--- src/pkg/exec_pkg.sv ---
// Shared constants and types of the compare, branch and indirect-load slice.
// Assumes one core clock and a register file with combinational read ports.
package exec_pkg;

    // ----------------------------------------
    // Widths
    // ----------------------------------------
    localparam int DATA_W = 8;
    localparam int PC_W = 12;
    localparam int PTR_W = 16;
    localparam int REG_AW = 5;
    localparam int IO_AW = 5;
    localparam int NIB_W = 4;
    localparam int OFS_W = 7;

    // ----------------------------------------
    // Status flag positions
    // ----------------------------------------
    localparam logic [2:0] FLAG_C = 3'h0;
    localparam logic [2:0] FLAG_Z = 3'h1;
    localparam logic [2:0] FLAG_N = 3'h2;
    localparam logic [2:0] FLAG_V = 3'h3;
    localparam logic [2:0] FLAG_S = 3'h4;
    localparam logic [2:0] FLAG_H = 3'h5;
    localparam logic [2:0] FLAG_T = 3'h6;
    localparam logic [2:0] FLAG_I = 3'h7;

    // ----------------------------------------
    // Program counter and pointer steps, cycle counts, pointer selects, zero byte
    // ----------------------------------------
    localparam logic [PC_W-1:0] PC_STEP = 12'h001;
    localparam logic [PC_W-1:0] SKIP_ONE_WORD = 12'h002;
    localparam logic [PC_W-1:0] SKIP_TWO_WORD = 12'h003;
    localparam logic [PTR_W-1:0] PTR_STEP = 16'h0001;
    localparam logic [1:0] CYC_ONE = 2'h1;
    localparam logic [1:0] CYC_TWO = 2'h2;
    localparam logic [1:0] CYC_THREE = 2'h3;
    localparam logic [1:0] PTR_X = 2'h0;
    localparam logic [1:0] PTR_Y = 2'h1;
    localparam logic [1:0] PTR_Z = 2'h2;
    localparam logic [DATA_W-1:0] BYTE_ZERO = 8'h00;

    // ----------------------------------------
    // Operations
    // ----------------------------------------
    typedef enum logic [5:0] {
        op_nop,
        op_compare_registers,
        op_compare_with_carry,
        op_compare_immediate,
        op_compare_skip_equal,
        op_skip_reg_bit_clear,
        op_skip_reg_bit_set,
        op_skip_io_bit_clear,
        op_skip_io_bit_set,
        op_branch_flag_set,
        op_branch_flag_clear,
        op_branch_equal,
        op_branch_not_equal,
        op_branch_carry_set,
        op_branch_carry_clear,
        op_branch_same_or_higher,
        op_branch_lower,
        op_branch_minus,
        op_branch_plus,
        op_branch_signed_ge,
        op_branch_signed_lt,
        op_branch_half_carry_set,
        op_branch_half_carry_clear,
        op_branch_transfer_bit_set,
        op_branch_transfer_bit_clear,
        op_branch_overflow_set,
        op_branch_overflow_clear,
        op_branch_irq_enabled,
        op_branch_irq_disabled,
        op_load_indirect,
        op_load_indirect_inc,
        op_load_indirect_dec,
        op_load_indirect_offset
    } op_t;

    typedef enum logic [1:0] {
        st_idle,
        st_wait,
        st_load
    } exec_state_t;

endpackage

--- src/pkg/cond_if.sv ---
// Condition evaluation bundle between the executor and its evaluator.
// Assumes all members are combinational within one core clock cycle.
`timescale 1ns/1ps
`default_nettype none
interface cond_if;
    import exec_pkg::*;
    op_t op;
    logic [DATA_W-1:0] flags;
    logic [2:0] bit_sel;
    logic reg_bit;
    logic io_bit;
    logic regs_equal;
    logic is_skip;
    logic is_branch;
    logic taken;
    modport evaluator(input op, flags, bit_sel, reg_bit, io_bit, regs_equal,
                      output is_skip, is_branch, taken);
    modport user(output op, flags, bit_sel, reg_bit, io_bit, regs_equal,
                 input is_skip, is_branch, taken);
endinterface
`default_nettype wire

--- src/hdl/compare_branch_load_exec.sv ---
// Executor for compares, skips, flag branches and indirect loads.
// Assumes combinational register file, I/O and data memory read ports.
`timescale 1ns/1ps
`default_nettype none
module compare_branch_load_exec
    import exec_pkg::*;
(
    input wire logic clk_sys_in, // Core clock
    input wire logic rst_in, // Sync reset
    input wire logic instr_valid_in, // Operation offered
    input wire op_t op_in, // Operation
    input wire logic [REG_AW-1:0] dst_sel_in, // Destination register
    input wire logic [REG_AW-1:0] src_sel_in, // Source register or pointer
    input wire logic [DATA_W-1:0] imm_in, // K, I/O addr, q or offset
    input wire logic [2:0] bit_sel_in, // Bit or flag index
    input wire logic next_long_in, // Following instruction is two words
    input wire logic [PC_W-1:0] pc_in, // Address of this operation
    input wire logic [DATA_W-1:0] status_flags_in, // Current status flags
    input wire logic [DATA_W-1:0] rd_val_in, // Destination register value
    input wire logic [DATA_W-1:0] rr_val_in, // Source register value
    input wire logic [DATA_W-1:0] io_val_in, // Addressed I/O value
    input wire logic [PTR_W-1:0] ptr_x_in, // X pointer
    input wire logic [PTR_W-1:0] ptr_y_in, // Y pointer
    input wire logic [PTR_W-1:0] ptr_z_in, // Z pointer
    input wire logic [DATA_W-1:0] mem_rdata_in, // Data memory read data
    output logic ready_out, // Can take an operation
    output logic [REG_AW-1:0] rd_addr_out, // Register read port A
    output logic [REG_AW-1:0] rr_addr_out, // Register read port B
    output logic [IO_AW-1:0] io_addr_out, // I/O read address
    output logic done_out, // Operation complete
    output logic [PC_W-1:0] pc_next_out, // Next program counter
    output logic status_we_out, // Status write strobe
    output logic [DATA_W-1:0] status_flags_out, // New status flags
    output logic reg_we_out, // Register write strobe
    output logic [REG_AW-1:0] reg_waddr_out, // Register write address
    output logic [DATA_W-1:0] reg_wdata_out, // Register write data
    output logic ptr_we_out, // Pointer write strobe
    output logic [1:0] ptr_sel_out, // Pointer written
    output logic [PTR_W-1:0] ptr_val_out, // New pointer value
    output logic mem_rd_out, // Data memory read
    output logic [PTR_W-1:0] mem_addr_out // Data memory address
);

    // ----------------------------------------
    // Helpers
    // ----------------------------------------
    function automatic logic [PTR_W-1:0] pick_ptr(logic [1:0] sel, logic [PTR_W-1:0] x,
                                                 logic [PTR_W-1:0] y, logic [PTR_W-1:0] z);
        case (sel)
            PTR_X: pick_ptr = x;
            PTR_Y: pick_ptr = y;
            default: pick_ptr = z;
        endcase
    endfunction

    function automatic logic [DATA_W-1:0] put_flag(logic [DATA_W-1:0] f, logic [2:0] pos, logic v);
        logic [DATA_W-1:0] r;
        r = f;
        r[pos] = v;
        put_flag = r;
    endfunction

    // ----------------------------------------
    // State
    // ----------------------------------------
    exec_state_t state_q;
    logic [1:0] wait_q;
    logic done_q;
    logic [PC_W-1:0] pc_next_q;
    logic [DATA_W-1:0] flags_q;
    logic flags_upd_q;
    logic reg_upd_q;
    logic [REG_AW-1:0] waddr_q;
    logic [DATA_W-1:0] wdata_q;
    logic ptr_upd_q;
    logic [1:0] ptr_sel_q;
    logic [PTR_W-1:0] ptr_val_q;
    logic [PTR_W-1:0] mem_addr_q;

    // ----------------------------------------
    // Decode
    // ----------------------------------------
    logic accept;
    logic is_cmp;
    logic is_load;
    logic ld_inc;
    logic ld_dec;
    logic ld_ofs;
    assign ready_out = (state_q == st_idle);
    assign accept = instr_valid_in & ready_out;
    assign is_cmp = (op_in == op_compare_registers) | (op_in == op_compare_with_carry)
                  | (op_in == op_compare_immediate);
    assign ld_inc = (op_in == op_load_indirect_inc);
    assign ld_dec = (op_in == op_load_indirect_dec);
    assign ld_ofs = (op_in == op_load_indirect_offset);
    assign is_load = (op_in == op_load_indirect) | ld_inc | ld_dec | ld_ofs;
    assign rd_addr_out = dst_sel_in;
    assign rr_addr_out = src_sel_in;
    assign io_addr_out = imm_in[IO_AW-1:0];

    // ----------------------------------------
    // Compare arithmetic
    // ----------------------------------------
    logic [DATA_W-1:0] cmp_rhs;
    logic cmp_cin;
    logic [DATA_W:0] diff9;
    logic [NIB_W:0] half5;
    logic cmp_v;
    logic [DATA_W-1:0] cmp_flags;
    assign cmp_rhs = (op_in == op_compare_immediate) ? imm_in : rr_val_in;
    assign cmp_cin = (op_in == op_compare_with_carry) & status_flags_in[FLAG_C];
    assign diff9 = {1'b0, rd_val_in} - {1'b0, cmp_rhs} - {{DATA_W{1'b0}}, cmp_cin};
    assign half5 = {1'b0, rd_val_in[NIB_W-1:0]} - {1'b0, cmp_rhs[NIB_W-1:0]}
                 - {{NIB_W{1'b0}}, cmp_cin};
    assign cmp_v = (rd_val_in[DATA_W-1] & ~cmp_rhs[DATA_W-1] & ~diff9[DATA_W-1])
                 | (~rd_val_in[DATA_W-1] & cmp_rhs[DATA_W-1] & diff9[DATA_W-1]);
    assign cmp_flags = put_flag(put_flag(put_flag(put_flag(put_flag(status_flags_in,
                           FLAG_Z, diff9[DATA_W-1:0] == BYTE_ZERO),
                           FLAG_N, diff9[DATA_W-1]),
                           FLAG_V, cmp_v),
                           FLAG_C, diff9[DATA_W]),
                           FLAG_H, half5[NIB_W]);

    // ----------------------------------------
    // Conditions and next program counter
    // ----------------------------------------
    cond_if cnd ();
    assign cnd.op = op_in;
    assign cnd.flags = status_flags_in;
    assign cnd.bit_sel = bit_sel_in;
    assign cnd.reg_bit = rr_val_in[bit_sel_in];
    assign cnd.io_bit = io_val_in[bit_sel_in];
    assign cnd.regs_equal = (rd_val_in == rr_val_in);

    cond_eval u_cond (
        .cnd(cnd.evaluator)
    );

    logic skip_go;
    logic branch_go;
    logic [PC_W-1:0] rel_ofs;
    logic [PC_W-1:0] skip_dist;
    logic [PC_W-1:0] pc_target;
    logic [1:0] cycles;
    assign skip_go = cnd.is_skip & cnd.taken;
    assign branch_go = cnd.is_branch & cnd.taken;
    assign rel_ofs = {{(PC_W-OFS_W){imm_in[OFS_W-1]}}, imm_in[OFS_W-1:0]};
    assign skip_dist = next_long_in ? SKIP_TWO_WORD : SKIP_ONE_WORD;
    assign pc_target = skip_go ? pc_in + skip_dist
                     : branch_go ? pc_in + rel_ofs + PC_STEP
                     : pc_in + PC_STEP;
    assign cycles = skip_go ? (next_long_in ? CYC_THREE : CYC_TWO)
                  : (branch_go | is_load) ? CYC_TWO
                  : CYC_ONE;

    // ----------------------------------------
    // Pointer arithmetic
    // ----------------------------------------
    logic [PTR_W-1:0] ptr_base;
    logic [PTR_W-1:0] ld_addr;
    logic [PTR_W-1:0] ptr_new;
    assign ptr_base = pick_ptr(src_sel_in[1:0], ptr_x_in, ptr_y_in, ptr_z_in);
    assign ld_addr = ld_dec ? ptr_base - PTR_STEP
                   : ld_ofs ? ptr_base + {{(PTR_W-DATA_W){1'b0}}, imm_in}
                   : ptr_base;
    assign ptr_new = ld_inc ? ptr_base + PTR_STEP : ptr_base - PTR_STEP;

    // ----------------------------------------
    // Sequencer
    // ----------------------------------------
    always_ff @(posedge clk_sys_in) begin
        if (rst_in) begin
            state_q <= st_idle;
            wait_q <= 2'h0;
            done_q <= 1'b0;
        end else begin
            done_q <= 1'b0;
            case (state_q)
                st_idle: begin
                    if (accept && is_load) begin
                        state_q <= st_load;
                    end else if (accept && cycles != CYC_ONE) begin
                        state_q <= st_wait;
                        wait_q <= cycles - CYC_ONE;
                    end else if (accept) begin
                        done_q <= 1'b1;
                    end
                end
                st_wait: begin
                    wait_q <= wait_q - CYC_ONE;
                    if (wait_q == CYC_ONE) begin
                        done_q <= 1'b1;
                        state_q <= st_idle;
                    end
                end
                st_load: begin
                    done_q <= 1'b1;
                    state_q <= st_idle;
                end
                default: state_q <= st_idle;
            endcase
        end
    end

    // ----------------------------------------
    // Result capture
    // ----------------------------------------
    always_ff @(posedge clk_sys_in) begin
        if (rst_in) begin
            pc_next_q <= {PC_W{1'b0}};
            flags_q <= BYTE_ZERO;
            flags_upd_q <= 1'b0;
            reg_upd_q <= 1'b0;
            waddr_q <= {REG_AW{1'b0}};
            ptr_upd_q <= 1'b0;
            ptr_sel_q <= PTR_X;
            ptr_val_q <= {PTR_W{1'b0}};
            mem_addr_q <= {PTR_W{1'b0}};
        end else if (accept) begin
            pc_next_q <= pc_target;
            flags_q <= is_cmp ? cmp_flags : status_flags_in;
            flags_upd_q <= is_cmp;
            reg_upd_q <= is_load;
            waddr_q <= dst_sel_in;
            ptr_upd_q <= ld_inc | ld_dec;
            ptr_sel_q <= src_sel_in[1:0];
            ptr_val_q <= ptr_new;
            mem_addr_q <= ld_addr;
        end
    end

    always_ff @(posedge clk_sys_in) begin
        if (rst_in) begin
            wdata_q <= BYTE_ZERO;
        end else if (state_q == st_load) begin
            wdata_q <= mem_rdata_in;
        end
    end

    // ----------------------------------------
    // Outputs
    // ----------------------------------------
    assign done_out = done_q;
    assign pc_next_out = pc_next_q;
    assign status_we_out = done_q & flags_upd_q;
    assign status_flags_out = flags_q;
    assign reg_we_out = done_q & reg_upd_q;
    assign reg_waddr_out = waddr_q;
    assign reg_wdata_out = wdata_q;
    assign ptr_we_out = done_q & ptr_upd_q;
    assign ptr_sel_out = ptr_sel_q;
    assign ptr_val_out = ptr_val_q;
    assign mem_rd_out = (state_q == st_load);
    assign mem_addr_out = mem_addr_q;
endmodule // compare_branch_load_exec
`default_nettype wire

--- src/hdl/cond_eval.sv ---
// Skip and branch condition evaluator.
// Assumes the executor supplies the tested bits for the current operation.
`timescale 1ns/1ps
`default_nettype none
module cond_eval
    import exec_pkg::*;
(
    cond_if.evaluator cnd // Condition bundle
);

    // ----------------------------------------
    // Classify: {is_skip, is_branch, taken}
    // ----------------------------------------
    function automatic logic [2:0] classify(op_t op, logic [DATA_W-1:0] f, logic [2:0] s,
                                            logic rb, logic ib, logic eq);
        case (op)
            op_compare_skip_equal: classify = {2'b10, eq};
            op_skip_reg_bit_clear: classify = {2'b10, ~rb};
            op_skip_reg_bit_set: classify = {2'b10, rb};
            op_skip_io_bit_clear: classify = {2'b10, ~ib};
            op_skip_io_bit_set: classify = {2'b10, ib};
            op_branch_flag_set: classify = {2'b01, f[s]};
            op_branch_flag_clear: classify = {2'b01, ~f[s]};
            op_branch_equal: classify = {2'b01, f[FLAG_Z]};
            op_branch_not_equal: classify = {2'b01, ~f[FLAG_Z]};
            op_branch_carry_set: classify = {2'b01, f[FLAG_C]};
            op_branch_lower: classify = {2'b01, f[FLAG_C]};
            op_branch_carry_clear: classify = {2'b01, ~f[FLAG_C]};
            op_branch_same_or_higher: classify = {2'b01, ~f[FLAG_C]};
            op_branch_minus: classify = {2'b01, f[FLAG_N]};
            op_branch_plus: classify = {2'b01, ~f[FLAG_N]};
            op_branch_signed_ge: classify = {2'b01, ~(f[FLAG_N] ^ f[FLAG_V])};
            op_branch_signed_lt: classify = {2'b01, f[FLAG_N] ^ f[FLAG_V]};
            op_branch_half_carry_set: classify = {2'b01, f[FLAG_H]};
            op_branch_half_carry_clear: classify = {2'b01, ~f[FLAG_H]};
            op_branch_transfer_bit_set: classify = {2'b01, f[FLAG_T]};
            op_branch_transfer_bit_clear: classify = {2'b01, ~f[FLAG_T]};
            op_branch_overflow_set: classify = {2'b01, f[FLAG_V]};
            op_branch_overflow_clear: classify = {2'b01, ~f[FLAG_V]};
            op_branch_irq_enabled: classify = {2'b01, f[FLAG_I]};
            op_branch_irq_disabled: classify = {2'b01, ~f[FLAG_I]};
            default: classify = 3'h0;
        endcase
    endfunction

    assign {cnd.is_skip, cnd.is_branch, cnd.taken} =
        classify(cnd.op, cnd.flags, cnd.bit_sel, cnd.reg_bit, cnd.io_bit, cnd.regs_equal);

endmodule // cond_eval
`default_nettype wire

--- config.mk ---
export PLATFORM = sky130hd
export DESIGN_NAME = compare_branch_load_exec
export DESIGN_NICKNAME = d
export VERILOG_FILES = /design/src/pkg/exec_pkg.sv /design/src/pkg/cond_if.sv /design/src/hdl/compare_branch_load_exec.sv /design/src/hdl/cond_eval.sv
export SDC_FILE = /design/constraint.sdc
export NUM_CORES = 1
export LEC_CHECK = 0
export BUFFER_PORTS_ARGS = -buffer_cell sky130_fd_sc_hd__buf_2
export CORE_UTILIZATION = 40
export CTS_CLUSTER_SIZE = 12
export DETAILED_ROUTE_END_ITERATION = 12
export PLACE_DENSITY = 0.69
export SYNTH_ARGS = -nofsm -noshare
export SYNTH_HDL_FRONTEND = slang
export SYNTH_SLANG_ARGS = --single-unit
--- constraint.sdc ---
create_clock -name clk_sys_in -period 9.29 [get_ports clk_sys_in]
set_input_delay 0.929 -clock clk_sys_in [delete_from_list [all_inputs] [get_ports clk_sys_in]]
set_output_delay 0.929 -clock clk_sys_in [all_outputs]
set_load 0.05 [all_outputs]
---- Word level (Yosys, flattened, before mapping) ----
Cells that the tools add are included.
word-level totals
  register bits ........................... 75
  bits of input ports ..................... 131
  output and inout bits ................... 88
  word-level logic and storage cells ...... 144
operators by class
  $add $sub $neg .......................... 13
  order comparisons ....................... 1
  eq/ne operators ......................... 42
  muxes and demuxes ....................... 31
  bitwise logic cells ..................... 34
  reductions and logical operators ........ 10
operators by type and width
  operator               count
  $eq 6x5->1 const B     16
  $pmux 3 s23            1
  $eq 6x4->1 const B     8
  $mux 16                3
  $pmux 16 s2            1
  $add 12x1->12 const B  2
  $eq 6x3->1 const B     4
  $mux 12                2
  $add 16x1->16 const B  1
  $add 16x8->16          1
  $sub 16x1->16 const B  1
  $mux 2                 7
  $not 1->1              14
  $add 12x12->12         1
  $add 12x2->12          1
  $eq 6x2->1 const B     2
  $and 1x1->1            11
  $bmux 1 s3             3
  $mux 1                 9
  $sub 8x8->9            1
  $sub 9x1->9            1
  $eq 8x8->1             1
  $logic_not 8->1        1
  $mux 8                 1
  other kinds (22)       38

---- Logic depth before layout (Yosys ltp) ----
  depth in word-level cells ............... 13
  gate-level depth with buffers ........... 17
  depth with buffers taken out ............ 16

---- Hierarchy ----
A second synthesis with hierarchy kept.
second synthesis, totals
  cell total of the unflattened synthesis .. 907
  area total of the unflattened synthesis .. 6916.6 um^2
modules (own cells, without submodules)
  module                    instances  cells an instance  area each (um^2)  sequential area each (um^2)
  compare_branch_load_exec  1          832                6441.2            1501.4
  cond_eval                 1          75                 475.5             0.0

---- Worst setup path before layout ----
Ideal clock, no wire load.
  path kind ............................... input-to-reg
  from .................................... input port op_in[3]
  to ...................................... register flags_q[3] (netlist: status_flags_out[3])
  setup time .............................. 117 ps
  arrival time ............................ 3879 ps
  data required time ...................... 9173 ps
  setup slack ............................. 5294 ps
  stages .................................. 17
  path buffers ............................ 1
  path through ............................ buf_2 > nor4_1 > nand3_1 > nand2_1 > o21ai_0 > fa_1 > inv_1 > ha_1 > nand2_1 > a21boi_0 > o21a_1 > o21ai_0 > nand2b_1 > a21oi_1 > xnor2_1 > mux2i_1 > a32o_1
between the ends
  cells in the longest elaborated chain, start to end .. 8
  elaborated cells between the ends (all ways) .. 17
  those cells by class .................... 2 x add/sub; 3 x eq/ne; 2 x mux; 10 x bitwise
ends and longest elaborated chain
  element               RTL line                                                         text
  from (decl)           compare_branch_load_exec.sv:11                                   input wire op_t op_in,
  $eq 6x2->1            compare_branch_load_exec.sv:92, compare_branch_load_exec.sv:110
  $mux 8                compare_branch_load_exec.sv:110                                  assign cmp_rhs = (op_in == op_compare_immediate) ? imm_in : rr_val_in;
  $sub 8x8->9           compare_branch_load_exec.sv:112                                  assign diff9 = {1'b0, rd_val_in} - {1'b0, cmp_rhs} - {{DATA_W{1'b0}}, cmp_cin};
  $sub 9x1->9           compare_branch_load_exec.sv:112
  $not 1->1             compare_branch_load_exec.sv:115                                  assign cmp_v = (rd_val_in[DATA_W-1] & ~cmp_rhs[DATA_W-1] & ~diff9[DATA_W-1])
  $and 1x1->1           compare_branch_load_exec.sv:115
  $or 1x1->1            compare_branch_load_exec.sv:116                                  | (~rd_val_in[DATA_W-1] & cmp_rhs[DATA_W-1] & diff9[DATA_W-1]);
  $mux 6 (*)            compare_branch_load_exec.sv:221                                  flags_q <= is_cmp ? cmp_flags : status_flags_in;
  to (signal assigned)  compare_branch_load_exec.sv:221
  to (decl)             compare_branch_load_exec.sv:70                                   logic [DATA_W-1:0] flags_q;
Every way passes the cells marked *; elsewhere a longest branch is shown, timed or not.
A chain may end at the register's enable or synchronous reset.

---- Worst setup path after layout ----
Same ends and word-level chain as after synthesis.

==> impl_metrics.ini <==
[status]
status = finished, final reports clean

[clocking]
numCtsBuffers = 9
htreeDepth = 3
cts_sinks = 75
cts_setup_buffers = 0
cts_buffer_depth = 2
cts-resized-gates = 0
cts_root_buf = clkbuf_16
path_clk_slew_ns = 0.06
hold_buffers = 0
clock_latency_ns = 0.34
cts_tree = done

[yosys]
dominantRegCellSynth = dfxtp_1
synth_area_per_cell_um2 = 7.52
yosys_register_bits = 75
synthCells = 897
ys_async_sr_fraction_pct = 0
synthesis.nets = 1072
yosysSeqAreaShare_pct = 22.3
synth_cell_types = 80
synth_edf_count = 0
netlist_area_mm2 = 0.00674
ys_warn_count = 0

[layout]
most-common-layout-cells = buf_2, nand2_1, a21oi_1
final_common_cell = buf_2
antenna_cells = 0
final_nets = 1234
fin_area_mm2 = 0.00801
drive_gt1_share_pct = 24.9
areaGrowthSynthToFinish_pct = 18.8

[critical_path]
crit_path_cell_trace = buf_2 > nor4_1 > nand3_1 > nand2_1 > o21ai_0 > fa_1 > inv_1 > ha_1 > nand2_1 > a21boi_0 > o21a_1 > o21ai_0 > nand2b_1 > a21oi_1 > xnor2_1 > mux2i_1 > a32o_1
path_delay_family = simple AND/OR/NAND/NOR gates
path_buf_inv = 2
cp_slowest_cell = nor4_1
cp-end-kind = register
max_stage_delay_ns = 0.49
critical_path_class = input port to register
path_max_fanout = 14
cp.arrival_ns = 4.42
cp-start-kind = input port
worstPathRequired_ns = 9.52

[global_routing]
top_usage_layer = met2
first_global_vias = 6248
met1_usage_pct = 31.5
met2_usage_pct = 38.6
grt_max_degree = 62
grt_antenna_before_repair = 0
gr-total-overflow = 0
use_met3_pct = 3.04
track_usage_pct = 23.3
grt_pass1_wl_mm = 32.6

[worst_hold_path]
worst_hold_path_type = register to register

[timing]
period_share_pct = 45.0
finalHoldViolCount = 0
finClkSkew_ns = 0.00847
setup_slack_ns = 5.11
tns_ns = 0
finalSetupViolCount = 0
clock.fmax_ghz = 0.239
max_slew_margin_pct = 51.0
timing.hold.ws_ns = 0.447
worstMarginPinSlew_ns = 0.731
drv_slew = 0
rsz0062_at_grt = no
min_period_ns = 4.18

[placed_design]
place_ws_ns = 4.79
dpl.hpwl_mm = 15.6
portBuffers = 212
post_dp_cell_area_mm2 = 0.00775
gp_congestion = 0.880

[floorplanning]
die_w_um = 132
pin_count = 219
fp.coreArea_mm2 = 0.0165
chipHeight_um = 132
num_rows = 47
dieArea_mm2 = 0.0174
initial_core_util_pct = 40.8

[routing]
routed_wl_mm = 20.4
drt-pass1-iter-count = 7
vias = 6937
drtIter0Drc = 483
wire_per_inst_um = 15.9
drc = 0
drtAntennaViolNets = 0
via_per_inst = 5.42

[pwr]
power_density_mw_per_mm2 = 136
ir_drop_v = 0.0000651
power.leakage_nw = 3.69

[run]
drv_cap = 0
report_power, final:
group          internal (mW)  switching, mW  leakage [nW]
sequential             0.345         0.0133         0.616
clock                  0.183          0.134         0.126
combinational          0.144          0.272          2.95
through the flow:
| step | util, % | power (mW) | cells |
|---|---|---|---|
| after floorplan | - | 0.675 | 897 |
| after global placement | 46.9 | 0.776 | 1268 |
| after detailed placement | 46.9 | 0.780 | 1268 |
| after CTS | 48.5 | 1.10 | 1281 |
| after global routing | 48.5 | 1.15 | 1281 |
| final | 48.5 | 1.09 | 1281 |
synth_stat cells, types with 4 or more instances:
library cell  number  area, µm²
o21a_1             9       67.6
o31ai_1            4       30.0
and2_1             9       56.3
nor2b_1            9       56.3
a21o_1             7       52.6
o22ai_1            6       37.5
o211ai_1           7       52.6
dfxtp_1           75       1500
o21ai_1           12       60.1
nand2_1          138        518
or3_1              6       37.5
xnor2_1           41        359
inv_1             45        169
o21ai_0           31        155
clkbuf_1          27        101
buf_4             19        143
ha_1              40        500
xor2_1            20        175
mux2_2             6       67.6
mux2i_1           39        390
a21oi_1           95        475
or2_2              5       31.3
and3_1            12       75.1
nand4_1           13       81.3
mux4_2             6        135
nand3_1           30        150
nand2b_1           8       50.1
buf_2             13       65.1
a31oi_1            7       43.8
a211oi_1           8       60.1
fa_1               4       80.1
nor3_1            16       80.1
nor2_1            57        214
per-layer routing:
| metal | part of all wire, % | up-vias |
|---|---|---|
| li1 | - | 3470 |
| met2 | 45 | 250 |
| met4 | 1.5 | 0 |
| met5 | 0 | - |
| met3 | 5.9 | 19 |
| met1 | 47 | 3198 |
worst paths after layout:
path                                                    endpoint  depth (start not counted)                     startpoint  slack (ns)
worst min register to register     mem_addr_out[11]$_SDFFE_PP0P_                          2  mem_addr_out[11]$_SDFFE_PP0P_        0.45
worst max-delay path            status_flags_out[3]$_SDFFE_PP0P_                         17                       op_in[3]        5.11
worst min-delay path               mem_addr_out[11]$_SDFFE_PP0P_                          2  mem_addr_out[11]$_SDFFE_PP0P_        0.45
worst max register to register       pc_next_out[8]$_SDFFE_PP0P_                          6        state_q[0]$_SDFFE_PP0P_        6.88
tightest hold or removal path: stages, from the launching register on:
cell	delay, ns
dfxtp_1	0.30
nand2_1	0.05
a21oi_1	0.05
flip-flops by register name, summed over array words and instances, names as in the netlist:
name	count
status_flags_out	8
reg_upd_q	1
ptr_upd_q	1
state_q	2
reg_wdata_out	8
reg_waddr_out	5
ptr_val_out	16
pc_next_out	12
mem_addr_out	16
ptr_sel_out	2
flags_upd_q	1
wait_q	2
done_out	1
cell families (layout without fill, tap and decap cells):
kind of cell | count (synthesis) | count (layout) | synth area share, %
compound gates | 227 | 227 | 21.4
flops | 75 | 75 | 22.3
buf+inv | 112 | 276 | 7.87
simple gates | 326 | 326 | 23.0
xor+xnor | 61 | 61 | 7.92
fa+ha+maj | 44 | 44 | 8.61
mux | 52 | 52 | 8.96
final cells by class:
type                            instances  area [µm²]
Clock buffer                           10         239
Clock inverter                          3        17.5
Fill cell                            1630        8510
Inverter                               48         180
Multi-Input combinational cell        710        4710
Sequential cell                        75        1500
Tap cell                              220         275
Timing Repair Buffer                  215        1080
Note: power is estimated with default switching activity, not from simulation.
